<file path="src/oep_regs.svh">
// Register offsets, field positions and fixed values of the OAM endpoint.
// Assumes inclusion by bare name from the design files.
`ifndef OEP_REGS_SVH
`define OEP_REGS_SVH
// --------------------------------------------------------------
// Register offsets
// --------------------------------------------------------------
`define OEP_A_CTRL 8'h00
`define OEP_A_IRQ_ENA 8'h04
`define OEP_A_STICKY 8'h08
`define OEP_A_CCM_STAT 8'h0C
`define OEP_A_TX_TRANS 8'h10
`define OEP_A_RX_TRANS 8'h14
`define OEP_A_RX_CNT 8'h18
`define OEP_A_MISM_CNT 8'h1C
`define OEP_A_TXREP_CNT 8'h20
`define OEP_A_CRC_CNT 8'h24
`define OEP_A_OAM_CNT 8'h28
`define OEP_A_DATA_CNT 8'h2C
`define OEP_A_EXTRACT 8'h30
// --------------------------------------------------------------
// Control bits
// --------------------------------------------------------------
`define OEP_C_TSTHW 0
`define OEP_C_LBMHW 1
`define OEP_C_LBRHW 2
`define OEP_C_TSTSEQ 3
`define OEP_C_LBMSEQ 4
`define OEP_C_AUTOREP 5
`define OEP_C_TSTCRC 6
`define OEP_C_LBRCRC 7
`define OEP_C_MPLSTP 8
`define OEP_C_CPY_TST 9
`define OEP_C_CPY_LBM 10
`define OEP_C_CPY_LBR 11
`define OEP_C_CPY_END 12
`define OEP_C_CNT_TST 13
`define OEP_C_CNT_LBM 14
`define OEP_C_CNT_LBR 15
`define OEP_C_DAT_TST 16
`define OEP_C_DAT_LBM 17
`define OEP_C_DAT_LBR 18
`define OEP_C_LSEL 19
`define OEP_C_MSEL 22
`define OEP_SEL_W 3
// --------------------------------------------------------------
// Sticky / enable bits and status layout
// --------------------------------------------------------------
`define OEP_S_PORT 0
`define OEP_S_IF 1
`define OEP_S_LOSS 2
`define OEP_S_END 3
`define OEP_S_TSTRX 4
`define OEP_S_LBMRX 5
`define OEP_S_LBRRX 6
`define OEP_S_MISM 7
`define OEP_ST_DEFECT 3
`define OEP_ST_LMNEXT 4
`define OEP_ST_PORT 8
`define OEP_ST_IF 16
// --------------------------------------------------------------
// Fixed values
// --------------------------------------------------------------
`define OEP_TLV_PORT 8'h02
`define OEP_TLV_IF 8'h04
`define OEP_PAT1 8'h01
`define OEP_PAT3 8'h03
`define OEP_MISS_MAX 3'h7
`define OEP_CRC_INIT 32'hFFFFFFFF
`define OEP_CRC_POLY 32'hEDB88320
`define OEP_ONE 32'h00000001
`define OEP_HALF 16
`endif

</file>
<file path="src/oep_pkg.sv">
// Types shared by the OAM endpoint and its environment.
// Assumes nothing beyond a SystemVerilog compiler.
`default_nettype none
package oep_pkg;
  // PDU kinds seen on the frame pipeline
  typedef enum logic [2:0] {
    OEP_CCM, OEP_TST, OEP_LBM, OEP_LBR, OEP_OTHER
  } oep_pdu_e;
  // Parsed received frame, valid in one cycle
  typedef struct packed {
    oep_pdu_e kind;
    logic [31:0] trans_id;
    logic [7:0] tlv0_type;
    logic [7:0] tlv1_type;
    logic [7:0] port_state;
    logic [7:0] if_state;
    logic [7:0] pattern;
    logic test_first;
    logic [31:0] crc;
  } oep_rx_s;
  // Transmitted frame, in and out of the lookup
  typedef struct packed {
    oep_pdu_e kind;
    logic [31:0] seq;
    logic lm_insert;
  } oep_tx_s;
endpackage
`default_nettype wire

</file>
<file path="src/oep_endpoint.sv">
// OAM endpoint: CCM status/continuity, LM insertion, TST and loopback.
// Assumes a same-clock frame pipeline and a single-cycle register port.
//
// Operation
// - Status TLVs accepted only directly after PDU.
// - Foreign first TLV stops parsing, flags, copies.
// - Status TLV change sets flag and interrupt.
// - Miss counter counts timer expiries, cleared by CCM.
// - Miss count seven sets continuity loss defect.
// - Defect change sets loss flag, gated interrupt.
// - Valid CCM clears defect and sets flag.
// - Insert-next flag adds LM, then clears.
// - Software or insertion timer sets insert-next.
// - Hardware disabled: statistics only, frame untouched.
// - Enables gate frame and data counters.
// - TST/LBM sequence written, stored value incremented.
// - Rx transaction checked against stored plus one.
// - Mismatched LBR still counted valid.
// - One-shot or copy-all extraction to CPU.
// - Valid LBM triggers injected loop reply.
// - Count every valid transmitted LBR.
// - Optional CRC check of first TEST TLV.
// - CRC checked only for patterns one, three.
// - No reply CRC check in MPLS-TP mode.
//
// Added by the designer: the placing of the registers and strobed register access.
`include "oep_regs.svh"
`timescale 1ns/1ps
`default_nettype none
module oep_endpoint import oep_pkg::*; #(
  parameter int CNT_W = 32,
  parameter int NTMR = 8
) (
  input wire logic ref_clk,
  input wire logic rst_n,
  input wire logic [7:0] reg_addr,
  input wire logic [31:0] reg_wdata,
  input wire logic reg_wr,
  input wire logic reg_rd,
  output logic [31:0] reg_rdata,
  input wire logic [NTMR-1:0] tmr_expire,
  input wire logic rx_byte_vld,
  input wire logic [7:0] rx_byte,
  input wire logic rx_vld,
  input wire oep_rx_s rx_frm,
  input wire logic tx_vld,
  input wire oep_tx_s tx_frm,
  output logic tx_out_vld,
  output oep_tx_s tx_out,
  output logic lbr_inject,
  output logic cpu_copy,
  output logic irq
);
  // ------------------------------------------------------------
  // Helpers
  // ------------------------------------------------------------
  // Reflected CRC-32, one byte per call
  function automatic logic [31:0] crc_byte(input logic [31:0] c,
                                           input logic [7:0] b);
    logic [31:0] r;
    r = c ^ {24'h000000, b};
    for (int i = 0; i < 8; i++) begin
      r = r[0] ? ((r >> 1) ^ `OEP_CRC_POLY) : (r >> 1);
    end
    return r;
  endfunction
  function automatic logic is_status(input logic [7:0] t);
    return (t == `OEP_TLV_PORT) || (t == `OEP_TLV_IF);
  endfunction
  logic [31:0] ctrl_q, sticky_q, sticky_set, crc_q;
  logic [2:0] irq_ena_q, miss_q;
  logic defect_q, lmnext_q, extract_q;
  logic [7:0] port_q, if_q;
  logic [31:0] tx_trans_q, rx_trans_q;
  logic [CNT_W-1:0] rx_cnt_q, mism_cnt_q, txrep_cnt_q, crc_cnt_q;
  logic [15:0] oam_tx_q, oam_rx_q, dat_tx_q, dat_rx_q;
  logic wr_ctrl, wr_sticky, wr_stat, wr_extr;
  logic rx_ccm, rx_tst, rx_lbm, rx_lbr, rx_seq, seq_hw, mism;
  logic loss_tick, lm_tick, port_ok, if_ok, end_tlv;
  logic tx_tst, tx_lbm, tx_lbr, tx_ccm, seq_upd, crc_chk;
  logic cnt_rx, cnt_tx, dat_rx, dat_tx;
  assign wr_ctrl = reg_wr && (reg_addr == `OEP_A_CTRL);
  assign wr_sticky = reg_wr && (reg_addr == `OEP_A_STICKY);
  assign wr_stat = reg_wr && (reg_addr == `OEP_A_CCM_STAT);
  assign wr_extr = reg_wr && (reg_addr == `OEP_A_EXTRACT);
  // ------------------------------------------------------------
  // Frame classification
  // ------------------------------------------------------------
  assign rx_ccm = rx_vld && (rx_frm.kind == OEP_CCM);
  assign rx_tst = rx_vld && (rx_frm.kind == OEP_TST);
  assign rx_lbm = rx_vld && (rx_frm.kind == OEP_LBM);
  assign rx_lbr = rx_vld && (rx_frm.kind == OEP_LBR);
  assign rx_seq = rx_tst || rx_lbr;
  assign tx_ccm = tx_vld && (tx_frm.kind == OEP_CCM);
  assign tx_tst = tx_vld && (tx_frm.kind == OEP_TST);
  assign tx_lbm = tx_vld && (tx_frm.kind == OEP_LBM);
  assign tx_lbr = tx_vld && (tx_frm.kind == OEP_LBR);
  assign loss_tick = tmr_expire[ctrl_q[`OEP_C_LSEL +: `OEP_SEL_W]];
  assign lm_tick = tmr_expire[ctrl_q[`OEP_C_MSEL +: `OEP_SEL_W]];
  // Status TLVs count only in the first two slots after the PDU
  assign port_ok = (rx_frm.tlv0_type == `OEP_TLV_PORT) ||
    (is_status(rx_frm.tlv0_type) &&
     rx_frm.tlv1_type == `OEP_TLV_PORT);
  assign if_ok = (rx_frm.tlv0_type == `OEP_TLV_IF) ||
    (is_status(rx_frm.tlv0_type) &&
     rx_frm.tlv1_type == `OEP_TLV_IF);
  // A foreign TLV in front ends parsing
  assign end_tlv = rx_ccm && !is_status(rx_frm.tlv0_type) &&
    (rx_frm.tlv0_type != 8'h00);
  // Hardware processing is per type; disabled means no check or rewrite
  assign seq_hw = (rx_tst && ctrl_q[`OEP_C_TSTHW]) ||
    (rx_lbr && ctrl_q[`OEP_C_LBRHW]);
  assign mism = rx_frm.trans_id != (rx_trans_q + `OEP_ONE);
  assign seq_upd = (tx_tst && ctrl_q[`OEP_C_TSTHW] &&
    ctrl_q[`OEP_C_TSTSEQ]) || (tx_lbm && ctrl_q[`OEP_C_LBMHW] &&
    ctrl_q[`OEP_C_LBMSEQ]);
  // Reply CRC is meaningless in MPLS-TP: an ID TLV always leads
  assign crc_chk = rx_frm.test_first &&
    (rx_frm.pattern == `OEP_PAT1 || rx_frm.pattern == `OEP_PAT3) &&
    ((rx_tst && ctrl_q[`OEP_C_TSTCRC]) ||
     (rx_lbr && ctrl_q[`OEP_C_LBRCRC] &&
      !ctrl_q[`OEP_C_MPLSTP]));
  // Counter enables per PDU type
  assign cnt_rx = (rx_tst && ctrl_q[`OEP_C_CNT_TST]) ||
    (rx_lbm && ctrl_q[`OEP_C_CNT_LBM]) ||
    (rx_lbr && ctrl_q[`OEP_C_CNT_LBR]);
  assign cnt_tx = (tx_tst && ctrl_q[`OEP_C_CNT_TST]) ||
    (tx_lbm && ctrl_q[`OEP_C_CNT_LBM]) ||
    (tx_lbr && ctrl_q[`OEP_C_CNT_LBR]);
  assign dat_rx = (rx_tst && ctrl_q[`OEP_C_DAT_TST]) ||
    (rx_lbm && ctrl_q[`OEP_C_DAT_LBM]) ||
    (rx_lbr && ctrl_q[`OEP_C_DAT_LBR]);
  assign dat_tx = (tx_tst && ctrl_q[`OEP_C_DAT_TST]) ||
    (tx_lbm && ctrl_q[`OEP_C_DAT_LBM]) ||
    (tx_lbr && ctrl_q[`OEP_C_DAT_LBR]);
  // ------------------------------------------------------------
  // Configuration registers
  // ------------------------------------------------------------
  always_ff @(posedge ref_clk) begin
    if (!rst_n) begin
      ctrl_q <= 32'h00000000;
      irq_ena_q <= 3'h0;
    end else begin
      if (wr_ctrl) ctrl_q <= reg_wdata;
      if (reg_wr && reg_addr == `OEP_A_IRQ_ENA) irq_ena_q <= reg_wdata[2:0];
    end
  end
  // ------------------------------------------------------------
  // Sticky flags: hardware set beats software write-one clear
  // ------------------------------------------------------------
  always_comb begin
    sticky_set = 32'h00000000;
    sticky_set[`OEP_S_PORT] = rx_ccm && !end_tlv && port_ok &&
      rx_frm.port_state != port_q;
    sticky_set[`OEP_S_IF] = rx_ccm && !end_tlv && if_ok &&
      rx_frm.if_state != if_q;
    sticky_set[`OEP_S_LOSS] = (rx_ccm && defect_q) ||
      (!rx_ccm && !defect_q && miss_q == `OEP_MISS_MAX);
    sticky_set[`OEP_S_END] = end_tlv;
    sticky_set[`OEP_S_TSTRX] = rx_tst;
    sticky_set[`OEP_S_LBMRX] = rx_lbm;
    sticky_set[`OEP_S_LBRRX] = rx_lbr;
    sticky_set[`OEP_S_MISM] = seq_hw && mism;
  end
  // Clear first, then set, so no event is lost to a racing clear
  always_ff @(posedge ref_clk) begin
    if (!rst_n) sticky_q <= 32'h00000000;
    else sticky_q <= (sticky_q & ~(wr_sticky ? reg_wdata : 32'h0)) |
      sticky_set;
  end
  // One interrupt line from enabled status flags
  assign irq = |(sticky_q[2:0] & irq_ena_q);
  // ------------------------------------------------------------
  // Peer status capture
  // ------------------------------------------------------------
  always_ff @(posedge ref_clk) begin
    if (!rst_n) begin
      port_q <= 8'h00;
      if_q <= 8'h00;
    end else if (rx_ccm && !end_tlv) begin
      if (port_ok) port_q <= rx_frm.port_state;
      if (if_ok) if_q <= rx_frm.if_state;
    end
  end
  // ------------------------------------------------------------
  // Continuity: miss counter and defect
  // ------------------------------------------------------------
  always_ff @(posedge ref_clk) begin
    if (!rst_n) miss_q <= 3'h0;
    else if (rx_ccm) miss_q <= 3'h0;
    else if (loss_tick && miss_q != `OEP_MISS_MAX)
      miss_q <= miss_q + 3'h1;
  end
  // Defect follows the count one cycle later; a CCM always wins
  always_ff @(posedge ref_clk) begin
    if (!rst_n) defect_q <= 1'b0;
    else if (rx_ccm) defect_q <= 1'b0;
    else if (miss_q == `OEP_MISS_MAX) defect_q <= 1'b1;
  end
  // ------------------------------------------------------------
  // LM insertion request and one-shot extract
  // ------------------------------------------------------------
  always_ff @(posedge ref_clk) begin
    if (!rst_n) lmnext_q <= 1'b0;
    else if (lm_tick || (wr_stat && reg_wdata[`OEP_ST_LMNEXT]))
      lmnext_q <= 1'b1;
    else if (tx_ccm) lmnext_q <= 1'b0;
  end
  always_ff @(posedge ref_clk) begin
    if (!rst_n) extract_q <= 1'b0;
    else if (wr_extr && reg_wdata[0]) extract_q <= 1'b1;
    else if (rx_seq) extract_q <= 1'b0;
  end
  // ------------------------------------------------------------
  // Transaction values (TST and loopback share them)
  // ------------------------------------------------------------
  always_ff @(posedge ref_clk) begin
    if (!rst_n) tx_trans_q <= 32'h00000000;
    else if (seq_upd) tx_trans_q <= tx_trans_q + `OEP_ONE;
    else if (reg_wr && reg_addr == `OEP_A_TX_TRANS) tx_trans_q <= reg_wdata;
  end
  always_ff @(posedge ref_clk) begin
    if (!rst_n) rx_trans_q <= 32'h00000000;
    else if (seq_hw) rx_trans_q <= rx_frm.trans_id;
    else if (reg_wr && reg_addr == `OEP_A_RX_TRANS) rx_trans_q <= reg_wdata;
  end
  // ------------------------------------------------------------
  // TEST TLV CRC, built over the data bytes ahead of the frame
  // ------------------------------------------------------------
  always_ff @(posedge ref_clk) begin
    if (!rst_n || rx_vld) crc_q <= `OEP_CRC_INIT;
    else if (rx_byte_vld) crc_q <= crc_byte(crc_q, rx_byte);
  end
  // ------------------------------------------------------------
  // Statistics: kept even with hardware processing off, except the mismatch count
  // ------------------------------------------------------------
  always_ff @(posedge ref_clk) begin
    if (!rst_n) begin
      rx_cnt_q <= '0;
      mism_cnt_q <= '0;
      txrep_cnt_q <= '0;
      crc_cnt_q <= '0;
    end else begin
      if (rx_seq) rx_cnt_q <= rx_cnt_q + 1'b1;
      if (seq_hw && mism) mism_cnt_q <= mism_cnt_q + 1'b1;
      if (tx_lbr) txrep_cnt_q <= txrep_cnt_q + 1'b1;
      if (crc_chk && ~crc_q != rx_frm.crc)
        crc_cnt_q <= crc_cnt_q + 1'b1;
    end
  end
  always_ff @(posedge ref_clk) begin
    if (!rst_n) begin
      oam_tx_q <= 16'h0000;
      oam_rx_q <= 16'h0000;
      dat_tx_q <= 16'h0000;
      dat_rx_q <= 16'h0000;
    end else begin
      if (cnt_tx) oam_tx_q <= oam_tx_q + 16'h0001;
      if (cnt_rx) oam_rx_q <= oam_rx_q + 16'h0001;
      if (dat_tx) dat_tx_q <= dat_tx_q + 16'h0001;
      if (dat_rx) dat_rx_q <= dat_rx_q + 16'h0001;
    end
  end
  // ------------------------------------------------------------
  // Pipeline outputs, one cycle after the frame
  // ------------------------------------------------------------
  always_ff @(posedge ref_clk) begin
    if (!rst_n) begin
      tx_out_vld <= 1'b0;
      tx_out <= '0;
      lbr_inject <= 1'b0;
      cpu_copy <= 1'b0;
    end else begin
      tx_out_vld <= tx_vld;
      tx_out <= tx_frm;
      if (seq_upd) tx_out.seq <= tx_trans_q;
      tx_out.lm_insert <= tx_ccm &&
        (lmnext_q || tx_frm.lm_insert);
      lbr_inject <= rx_lbm && ctrl_q[`OEP_C_LBMHW] &&
        ctrl_q[`OEP_C_AUTOREP];
      cpu_copy <= (rx_seq && extract_q) ||
        (rx_tst && ctrl_q[`OEP_C_CPY_TST]) ||
        (rx_lbm && ctrl_q[`OEP_C_CPY_LBM]) ||
        (rx_lbr && ctrl_q[`OEP_C_CPY_LBR]) ||
        (end_tlv && ctrl_q[`OEP_C_CPY_END]);
    end
  end
  // ------------------------------------------------------------
  // Register read, data valid only in the cycle after the strobe
  // ------------------------------------------------------------
  always_ff @(posedge ref_clk) begin
    if (!rst_n || !reg_rd) reg_rdata <= 32'h00000000;
    else begin
      unique case (reg_addr)
        `OEP_A_CTRL: reg_rdata <= ctrl_q;
        `OEP_A_IRQ_ENA: reg_rdata <= {29'h0, irq_ena_q};
        `OEP_A_STICKY: reg_rdata <= sticky_q;
        `OEP_A_CCM_STAT: reg_rdata <= {8'h00, if_q, port_q, 3'h0, lmnext_q,
                                      defect_q, miss_q};
        `OEP_A_TX_TRANS: reg_rdata <= tx_trans_q;
        `OEP_A_RX_TRANS: reg_rdata <= rx_trans_q;
        `OEP_A_RX_CNT: reg_rdata <= 32'(rx_cnt_q);
        `OEP_A_MISM_CNT: reg_rdata <= 32'(mism_cnt_q);
        `OEP_A_TXREP_CNT: reg_rdata <= 32'(txrep_cnt_q);
        `OEP_A_CRC_CNT: reg_rdata <= 32'(crc_cnt_q);
        `OEP_A_OAM_CNT: reg_rdata <= {oam_rx_q, oam_tx_q};
        `OEP_A_DATA_CNT: reg_rdata <= {dat_rx_q, dat_tx_q};
        `OEP_A_EXTRACT: reg_rdata <= {31'h0, extract_q};
        default: reg_rdata <= 32'h00000000;
      endcase
    end
  end
endmodule
`default_nettype wire

</file>
<file path="config.mk">
export PLATFORM = sky130hd
export DESIGN_NAME = oep_endpoint
export DESIGN_NICKNAME = d
export VERILOG_FILES = /design/src/oep_pkg.sv /design/src/oep_endpoint.sv
export VERILOG_INCLUDE_DIRS = /design/src
export SDC_FILE = /design/constraint.sdc
export NUM_CORES = 1
export LEC_CHECK = 0
export BUFFER_PORTS_ARGS = -buffer_cell sky130_fd_sc_hd__buf_2
export CELL_PAD_IN_SITES_DETAIL_PLACEMENT = 1
export CELL_PAD_IN_SITES_GLOBAL_PLACEMENT = 1
export CORE_MARGIN = 3
export CORE_UTILIZATION = 30
export DETAILED_ROUTE_END_ITERATION = 12
export PLACE_DENSITY_LB_ADDON = 0.25
export SYNTH_ARGS = -nofsm -noshare
export SYNTH_HDL_FRONTEND = slang
export SYNTH_SLANG_ARGS = --single-unit
</file>
<file path="constraint.sdc">
create_clock -name ref_clk -period 8.6 [get_ports ref_clk]
set_clock_uncertainty 0.05 [all_clocks]
set_input_delay 0 -clock ref_clk [delete_from_list [all_inputs] [get_ports ref_clk]]
set_output_delay 0 -clock ref_clk [all_outputs]
set_load 0.1 [all_outputs]
</file>
Word-level counts from Yosys, hierarchy flattened
Cells that the tools add are included.
{ "totals": {"word_cells": 215, "regBits": 448, "output_inout_bits": 72, "in_bits": 207} }
{ "classes": {"n_lt_le_gt_ge": 2, "reduce_logical": 107, "n_mux": 23, "bitwise_logic": 15, "add_sub_neg": 11, "n_eq_ne": 30} }
{ "op_table": {"columns": ["operator", "n"], "rows": [
  ["32-bit 2-to-1 mux", 14],
  ["32-bit case mux with 13 select lines", 1],
  ["32-bit by 1-bit adder with 32-bit output, second input constant", 6],
  ["13-bit inverter with 14-bit output", 8],
  ["16-bit by 1-bit adder with 16-bit output, second input constant", 4],
  ["32-bit inequality test", 2],
  ["32-bit inverter", 2],
  ["1-bit logical AND", 63],
  ["8-bit by 6-bit equality test with 1-bit output, second input constant", 5],
  ["32-bit AND", 1],
  ["8-bit by 5-bit equality test with 1-bit output, second input constant", 4],
  ["32-bit by 8-bit OR with 32-bit output", 1],
  ["32-bit by 8-bit XOR with 32-bit output", 1],
  ["1-bit logical OR", 25],
  ["8-bit by 2-bit equality test with 1-bit output, second input constant", 3],
  ["8-bit by 3-bit equality test with 1-bit output, second input constant", 3],
  ["8-bit by 4-bit equality test with 1-bit output, second input constant", 2],
  ["8-bit inequality test", 2],
  ["3-bit by 2-bit equality test with 1-bit output, second input constant", 4],
  ["8-bit by 1-bit equality test with 1-bit output, second input constant", 1],
  ["8-bit zero test", 1],
  ["3-bit by 4-bit < comparator with 1-bit output, second input constant", 2],
  ["2-bit nonzero test", 4],
  ["8-bit nonzero test", 1],
  ["other kinds (13)", 28]
]} }

Longest topological paths before layout
Gate-level depths: netlist of the first run.
{ "depth": {"depth_word": 17, "ltp_mapped": 13, "mapped_depth_nobuf": 10} }

Worst setup path after synthesis of the first run
Ideal clock, no wire load.
{ "synth_path": {"kind": "flip-flop to flip-flop", "startpoint": "register rx_trans_q[0]", "endpoint": "register mism_cnt_q[19]", "arrival_ns": 3.259, "n_path_buf": 3, "path_slack_ns": 5.221, "stages_incl_launch_ff": 14, "setup_time_ns": 0.070, "required_ns": 8.480, "synth_period_minus_slack_ns": 3.379, "path_cell_list": "dfxtp_1 -> ha_1 -> nand3_1 -> or4b_1 -> buf_2 -> or3_4 -> a2111oi_4 -> o31ai_2 -> nor4_4 -> a21o_4 -> buf_6 -> buf_6 -> o31ai_1 -> a21oi_1"} }
{ "synth_between": {"elab_chain_cells": 3} }
{ "synth_lines": {"columns": ["item", "line_no", "source"], "rows": [
  ["from (decl)", "oep_endpoint.sv:74", "logic [31:0] tx_trans_q, rx_trans_q;"],
  ["from (signal assigned)", "oep_endpoint.sv:224", "else if (seq_hw) rx_trans_q <= rx_frm.trans_id;"],
  ["from (signal assigned)", "oep_endpoint.sv:225", "else if (reg_wr && reg_addr == `OEP_A_RX_TRANS) rx_trans_q <= reg_wdata;"],
  ["32-bit by 1-bit adder with 32-bit output (no line)", null, null],
  ["32-bit inequality test", "oep_endpoint.sv:113", "assign mism = rx_frm.trans_id != (rx_trans_q + `OEP_ONE);"],
  ["1-bit logical AND", "oep_endpoint.sv:245", "if (seq_hw && mism) mism_cnt_q <= mism_cnt_q + 1'b1;"],
  ["to (signal assigned)", "oep_endpoint.sv:245", null],
  ["to (decl)", "oep_endpoint.sv:75", "logic [CNT_W-1:0] rx_cnt_q, mism_cnt_q, txrep_cnt_q, crc_cnt_q;"]
]} }
Every way passes these cells.
A chain may end at the register's enable or synchronous reset.

Final worst setup path of the first run
{ "layout_path": {"startpoint": "register rx_trans_q[0]", "endpoint": "register mism_cnt_q[22]"} }
The elaborated chain is that of the path after synthesis.

==> summary.md, run 1 <==
Counting the fill cells in the layout gives 8793. The longest clock path from root to sink contains 3 buffers. The floorplan die height came out at 281.2 um. TritonCTS built the clock tree. For the post-route total power, the log shows 0.005031 W. For the synthesized netlist net count, the log shows 2955. Measured in cells, the most critical reg-to-reg path has a length of 10.

The slowest library cell on the worst path was or4b_1. Placer's final routability congestion estimate: 0.9102. Reg2reg setup slack: 4.21 ns.

The total buffers and inverters traversed by the critical path works out to 0. The tools report the final count of hold timing violations as 0. Worst-case headroom to the max-slew limit: 0.1124. The combinational share of power is 0.117. Share of the cycle needed by the critical path after routing: 0.5109. The first global-routing pass estimated 145.0 mm of wire. The clock period could shrink to 4.394 ns.

Origin of the worst min-delay path: rx_frm[68]. For the required time of the critical path, the log shows 9.02 ns. For the design internal power, the log shows 0.003674 W. After synthesis, the most frequently instantiated cells are dfxtp_1 (448), nand2_1 (392), nor2_1 (292). Traced cell by cell, the critical path runs through ha_1 > nand3_1 > or4b_1 > or3_4 > a2111oi_4 > o31ai_2 > nor4_4 > a21bo_2 > or4_1 > a21oi_1.

The cell taking the most area after synthesis was dfxtp_1. The synthesized area per cell is 8.303 um2. The routed layout has 22475 vias. The slew of the pin with the lowest slew margin is 1.326 ns. After the last flow step, the layout net total stands at 3305.

Summed over all nets, the switching power comes to 0.001357 W. The first detailed-routing pass ran for 6 iterations. The proportion of synthesized flip-flops having asynchronous set or reset works out to 0. From left edge to right edge, the die measures 281.2 um. The critical path starts at rx_trans_q[0]$_SDFFE_PN0P_.

The tools report the level count of the clock H-tree as 2. In this run the power density over the cells is 178.7 mW/mm2. For the number of DRC violations after detailed-routing iteration 0, the log shows 1758. The root buffer cell chosen for the clock tree is clkbuf_16.

The tools report the max-capacitance violation count as 0. Worst hold path endpoint: port_q[1]$_SDFFE_PN0P_. Based on the critical path, the design can be clocked at up to 227.6 MHz. The total negative slack came out at 0 ns. The tools report the post-cts sizing count as 0.

The class of the worst hold path is input port to flip-flop. The fraction of layout cells with a size suffix above 1 is 0.1444. The starting utilization of the core area was 0.3041. The category of cells accounting for the largest share of critical-path delay was simple AND/OR/NAND/NOR gates.

The initialized floorplan defines 100 standard-cell rows. For the residual DRC count, the log shows 0. The run gives 0.2391 as the total global routing track utilization. The tools report the portion of the post-synthesis area used by sequential elements as 0.3948. The instance count of the mapped netlist is 2736, and the highest fanout seen on the critical path is 19. The post-synthesis to final-layout area growth came out at 23.90%.

The flow ran to the end, and the final reports show no timing, DRC or antenna violations. The wire-length estimate of the detail-placed layout is 71.96 mm. Critical register-to-register path startpoint: rx_trans_q[0]$_SDFFE_PN0P_. IR analysis of the VDD net gives a maximum drop of 0.1436 mV. Setup repair after global routing left no endpoint under its margin. For the worst setup path, the data arrival time is 4.82 ns. Entering global routing, the biggest net connects 99 pins. Hold repair after CTS inserted 134 buffers. Clock-pin slew was measured on the worst setup and hold paths at 0.06 ns. After synthesis, the netlist uses 76 different library cells.

Counting instances, the worst hold path has a depth of 6. The logs give 0.459 for the clock network fraction of design power and 0 for the remaining number of nets flagged by the antenna check after routing. After detailed routing, the total wire length is 97.13 mm.

The analysis attributes to cell leakage a power of 10.05 nW. Among all flip-flop cells after synthesis, the most frequent one is dfxtp_1. The count of buffers from port buffering is 277. In this run the count of I/O pins placed on the die edge is 279. After detailed routing, the average wire length per cell comes to 23.73 um. In the post-synthesis netlist, the biggest area contributors are dfxtp_1 (39%), nand2_1 (6.5%), xnor2_1 (6.2%). The tools report the clock network latency to the later pin of the worst-skew pair as 0.64 ns.

Yosys mapped a number of flops with a built-in enable equal to 0. Counting every sink on the clock net gives 448. The total area inside the core boundary comes to 0.07470 mm2. On the worst path, the slowest cell contributes a delay of 0.72 ns. The switching share of power came out at 0.2697. Startpoint-to-endpoint class of the critical path: flip-flop to flip-flop.

The number of slew-limit violations in the final report is 0. The die covers 0.07906 mm2. The worst reg2reg path endpoint is mism_cnt_q[22]$_SDFFE_PN0P_. For the final hold slack, the log shows 0.02835 ns.

In this run, CTS created clock tree buffers numbering 55. The run gives 0.424 as the relative contribution of sequential cells to total power. The tools report the total setup buffers inserted after CTS as 0.

Setup violations remaining at the end of the flow were counted as 0. STA classifies the critical path endpoint as a flip-flop. The worst setup path is launched from a flip-flop. After synthesis the netlist holds a flip-flop and latch count of 448. The via count of the first global-routing pass was 23457; the area fraction of the dominant cell type after synthesis was 0.3948. By instance count, the leading cell after synthesis is dfxtp_1.

The initial antenna violation count was 3. The tools report the synthesized area as 0.02272 mm2. Yosys printed 0 warnings. Using the TritonRoute via totals, the vias-per-cell ratio works out to 5.490. The total grt overflow was 0.
through the flow:
stage            util  cells  cell area [um2]  setup WS [ns]
2_1_floorplan       -   2736            22720          5.221
5_1_grt        0.3768   4093            28140          4.052
3_3_place_gp   0.3353   3864            25050          4.315
3_5_place_dp   0.3353   3864            25050          4.243
6_report       0.3768   4094            28150          4.206
4_1_cts        0.3768   4093            28140          4.230
cell type report:
type	count	area (um2)	share of cell area
repair buffers	446	2993	0.1063
inverters	17	71.32	0.002534
clock buffers	84	1595	0.05668
well taps	969	1212	0.04307
multi-input cells	2118	13150	0.4670
clock inverters	11	158.9	0.005645
flip-flops and latches	448	8969	0.3186
diodes	1	2.502	0.00008890
power groups by stage:
stage / combinational [W] / clock (W) / sequential, W
global placement: 0.000528 / 0 / 0.00218
CTS: 0.000592 / 0.00236 / 0.00213
detailed placement: 0.000540 / 0 / 0.00218
floorplan: 0.000306 / 0 / 0.00223
global route: 0.000644 / 0.00245 / 0.00213
finish: 0.000591 / 0.00231 / 0.00213
worst register-to-register path, cell delays in order, from the launching register on:
cell and delay, ns:
dfxtp_1 0.53, ha_1 0.40, nand3_1 0.25, or4b_1 0.73, or3_4 0.44, a2111oi_4 0.37
o31ai_2 0.14, nor4_4 0.63, a21bo_2 0.47, or4_1 0.18, a21oi_1 0.07
cells by family (layout without fill, tap and decap cells):
logic type | Yosys count | in the layout | synth area share
AOI/OAI and AO/OA | 576 | 576 | 0.1594
xor gates and xnor gates | 287 | 287 | 0.1107
adders and majority gates | 12 | 12 | 0.006609
buffers and inverters | 170 | 558 | 0.02947
DFF | 448 | 448 | 0.3948
muxes | 144 | 144 | 0.07144
other | 0 | 1 | 0
and+or+nand+nor | 1099 | 1099 | 0.2276
worst max path at each step:
stage / endpoint / slack [ns] / depth (start not counted)
final: mism_cnt_q[22]$_SDFFE_PN0P_ / 4.21 / 10
after CTS: mism_cnt_q[20]$_SDFFE_PN0P_ / 4.23 / 10
after floorplan: mism_cnt_q[19]$_SDFFE_PN0P_ / 5.22 / 13
after global routing: mism_cnt_q[8]$_SDFFE_PN0P_ / 4.05 / 10
after global placement: mism_cnt_q[24]$_SDFFE_PN0P_ / 4.32 / 10
after detailed placement: mism_cnt_q[20]$_SDFFE_PN0P_ / 4.24 / 10
flip-flops by register name, indices dropped and copies added, names as in the netlist, 16 cells and up:
name	count
dat_tx_q	16
txrep_cnt_q	32
rx_trans_q	32
oam_rx_q	16
reg_rdata	32
tx_trans_q	32
crc_q	32
oam_tx_q	16
rx_cnt_q	32
dat_rx_q	16
crc_cnt_q	32
mism_cnt_q	32
sticky_q	32
tx_out	36
ctrl_q	32
layer usage:
| layer | vias to the layer above | part of all wire | global-route usage |
|---|---|---|---|
| met3 | 186 | 0.058 | 0.03099 |
| met4 | 4 | 0.048 | 0.1080 |
| met5 | - | 0.00019 | 0 |
| met2 | 734 | 0.46 | 0.4024 |
| met1 | 11112 | 0.43 | 0.3051 |
| li1 | 10439 | - | - |
placed cells by master, fill, tap and decap left out, types with 15 or more instances in the layout:
master         count
buf_2            276
nor4_1            23
mux2_2            25
dlygate4sd3_1    134
or3_1             39
clkbuf_16         55
a211oi_1          45
a221oi_1          15
o21ai_0          111
o31ai_1           21
nand3_1           89
nand4_1           56
or4_1             21
mux2i_1          107
nor2_1           289
buf_4             36
nor3_1            35
and3_1            59
xnor2_1          160
dfxtp_1          448
nand2_1          392
a22oi_1           29
xor2_1           127
a31oi_1           22
and2_1            25
inv_1             15
a21oi_1          221
clkbuf_1          18
a222oi_1          28
(Power assumes the default switching activity.)
==> inputs of run 2 (changes only) <==
==> constraint.sdc (replaced) <==
create_clock -name ref_clk -period 3.65 [get_ports ref_clk]
set_clock_uncertainty 0.05 [all_clocks]
set_input_delay 0 -clock ref_clk [delete_from_list [all_inputs] [get_ports ref_clk]]
set_output_delay 0 -clock ref_clk [all_outputs]
set_load 0.1 [all_outputs]
==> run 2 against run 1 <==
Effect of this change:
- sequential share of layout area fell by 0.87 points
- wire length rose by 4.6%
- final cell count rose by 2.0%
- count of clock-buffer cells in the layout fell by 4
- largest cell class unchanged
- critical path depth did not move
- hold slack improved by 0.0029 ns
- setup slack got worse by 4.1 ns
- clock power rose by 150%
- sequential cell count did not move
- highest routed layer unchanged
- non-clock buffer count rose by 79
==> summary.md, run 2 (synthesis results as in run 1) <==
The run finished with clean final reports. The highest fanout seen on the critical path was 27. The share of the cycle needed by the critical path after routing is 0.9625, and the largest buffer count on any clock path is 3. The register with the most flip-flops in the layout has 36 of them. The level count of the clock H-tree came out at 2.

Cell internal power was estimated by the tool at 0.008930 W. The run gives 0.1370 ns as the smallest setup slack after layout. The tools report the library cell used as clock root buffer as clkbuf_16. The routed layout has 23103 vias.

The total global routing track utilization was 0.2497; the fraction of layout cells with a size suffix above 1 was 0.1684. The number of clock buffers added by TritonCTS is 54. Max-cap violations in this run came to 0. The power per unit of standard cell area works out to 419.1 mW/mm2. The tools report the post-route total power as 0.01213 W.

For the starting utilization of the core area, the log shows 0.3041. The pin count of the biggest net entering global routing is 121. The horizontal die dimension is 281.2 um, and the CTS clock-pin slew for the worst setup and hold paths is 0.06 ns. The worst setup path is launched from a flip-flop. Post-placement worst setup slack: 0.003319 ns.

The highest ir drop seen on vdd is 0.3380 mV, and the wire length of the first global-routing pass is 150.9 mm. The worst setup path is of the flip-flop to flip-flop kind. Counting flops per register, the top entry is tx_out. Once detail routing completed, the nets flagged for antenna violations numbered 0. Arrival time at the worst endpoint: 3.97 ns. The final count of hold timing violations was 0. Number of failing setup endpoints in the final timing report: 0. The clock network latency to the later pin of the worst-skew pair is 0.63 ns.

The worst setup path is captured at a flip-flop. The number of slew-limit violations in the final report came out at 0. The initial antenna violation count came out at 3.

At the pin with the least slew margin, the transition time is 1.091 ns. The combinational share of power is 0.118, and the average detailed-routed wire length per instance is 24.32 um. In the layout the commonest cells are dfxtp_1 (448), nand2_1 (392), nor2_1 (290), buf_2 (276), a21oi_1 (221).

For flop-to-flop paths, the worst setup slack is 0.14 ns. For the relative contribution of sequential cells to total power, the log shows 0.414. The tools report the worst-case headroom to the max-slew limit as 0.2728. For this run, the detailed router's first-pass iteration total came to 8. For this design the total switching power over the nets is 0.003200 W. Summed over all layers, the global routing overflow is 0. TritonCTS built the clock tree.

The clock network fraction of design power is 0.468. For the total number of clock tree sinks, the log shows 448. The floorplan die height is 281.2 um, and the count of buffers from port buffering is 277.

The die outline area was 0.07906 mm2. The number of DRC violations after detailed-routing iteration 0 came out at 2132. Based on the critical path, the design can be clocked at up to 284.7 MHz. For this block, the routed nets add up to 101.6 mm of wire. The clock period minus worst slack came out at 3.513 ns.

Leaving out fill and tap cells, the most frequent cell in the layout is dfxtp_1. Via count of the first global-routing pass: 23779. The class of the worst hold path was input port to flip-flop.

The switching share of power is 0.2638, and the required time of the critical path is 4.11 ns. For this run, design rule violations remaining after detail routing come to 0. In this run the static leakage power is 10.54 nW.

The area growth from synthesis to layout is 27.40%. The floorplan has 100 rows. The placer's final routability congestion estimate is 0.9514. The net count of the finished layout is 3384. 279 I/O pins were placed. After detailed routing, the number of vias per cell comes to 5.531.

The HPWL after detailed placement was 76.24 mm; the placeable core region was 0.07470 mm2.
[run 2: changes by cell type in the layout (fill, tap and decap cells not counted), sizes merged]
cell	delta
bufinv	+3
dlygate4sd3	+3
clkinvlp	+1
buf	+76
clkinv	+3
clkbuf	-4
a21bo	+1
[run 2: area by class of cell]
type	instances	area, um2
fill	8833	45760
multi-input combinational	2119	13170
sequential	448	8969
timing repair buffer	525	3669
clock buffer	80	1610
tap	969	1212
clock inverter	18	240.2
inverter	17	71.32
antenna	1	2.502
[run 2: power groups by stage]
stage / Sequential [W] / Clock (W) / Combinational (W)
2_1_floorplan: 0.00526 / 0 / 0.000720
3_3_place_gp: 0.00513 / 0 / 0.00128
3_5_place_dp: 0.00513 / 0 / 0.00130
4_1_cts: 0.00502 / 0.00579 / 0.00143
5_1_grt: 0.00503 / 0.00600 / 0.00155
6_report: 0.00502 / 0.00568 / 0.00143
[run 2: layer usage]
layer / wire length, um / vias up / global-route usage
met5: 8 / - / 0
met4: 4994 / 2 / 0.1176
met3: 5854 / 173 / 0.03074
met2: 46780 / 771 / 0.4098
met1: 43930 / 11559 / 0.3262
li1: - / 10598 / -
[run 2: timing repair]
action / CTS / global route
buffers inserted: 0 / 0
hold buffers: 137 / 0
setup endpoints to repair: 3 / 28
endpoints found under the hold margin: 244 / 0
cloned: 0 / 1
resized for setup: 1 / 4
pin swaps: 0 / 2
[run 2: final timing paths]
path,from,to,cells after the start
max,rx_trans_q[1]$_SDFFE_PN0P_,mism_cnt_q[31]$_SDFFE_PN0P_,10
min,rx_frm[68],port_q[3]$_SDFFE_PN0P_,6
max reg2reg,rx_trans_q[1]$_SDFFE_PN0P_,mism_cnt_q[31]$_SDFFE_PN0P_,10
min reg2reg,sticky_q[9]$_SDFF_PN0_,sticky_q[9]$_SDFF_PN0_,2
[run 2: worst max-delay path: stages, from the launching register on]
cell     delay, ns
dfxtp_1       0.34
ha_1          0.20
nand3_2       0.15
or4b_4        0.59
or4_1         0.51
a22oi_1       0.16
nand4_1       0.15
nor4_4        0.59
a21o_4        0.39
nor4_1        0.11
mux2i_1       0.15
[run 2: per-stage QoR]
step / hold slack (ns) / setup TNS [ns] / utilization / cells / cell area (um2)
floorplan: 0.02794 / 0 / - / 2736 / 22720
CTS: 0.0009719 / 0 / 0.3871 / 4175 / 28910
detailed placement: 0.1801 / 0 / 0.3439 / 3940 / 25690
global placement: 0.1774 / 0 / 0.3439 / 3940 / 25690
global route: 0.06562 / -0.008372 / 0.3874 / 4176 / 28940
finish: 0.03121 / 0 / 0.3875 / 4177 / 28940
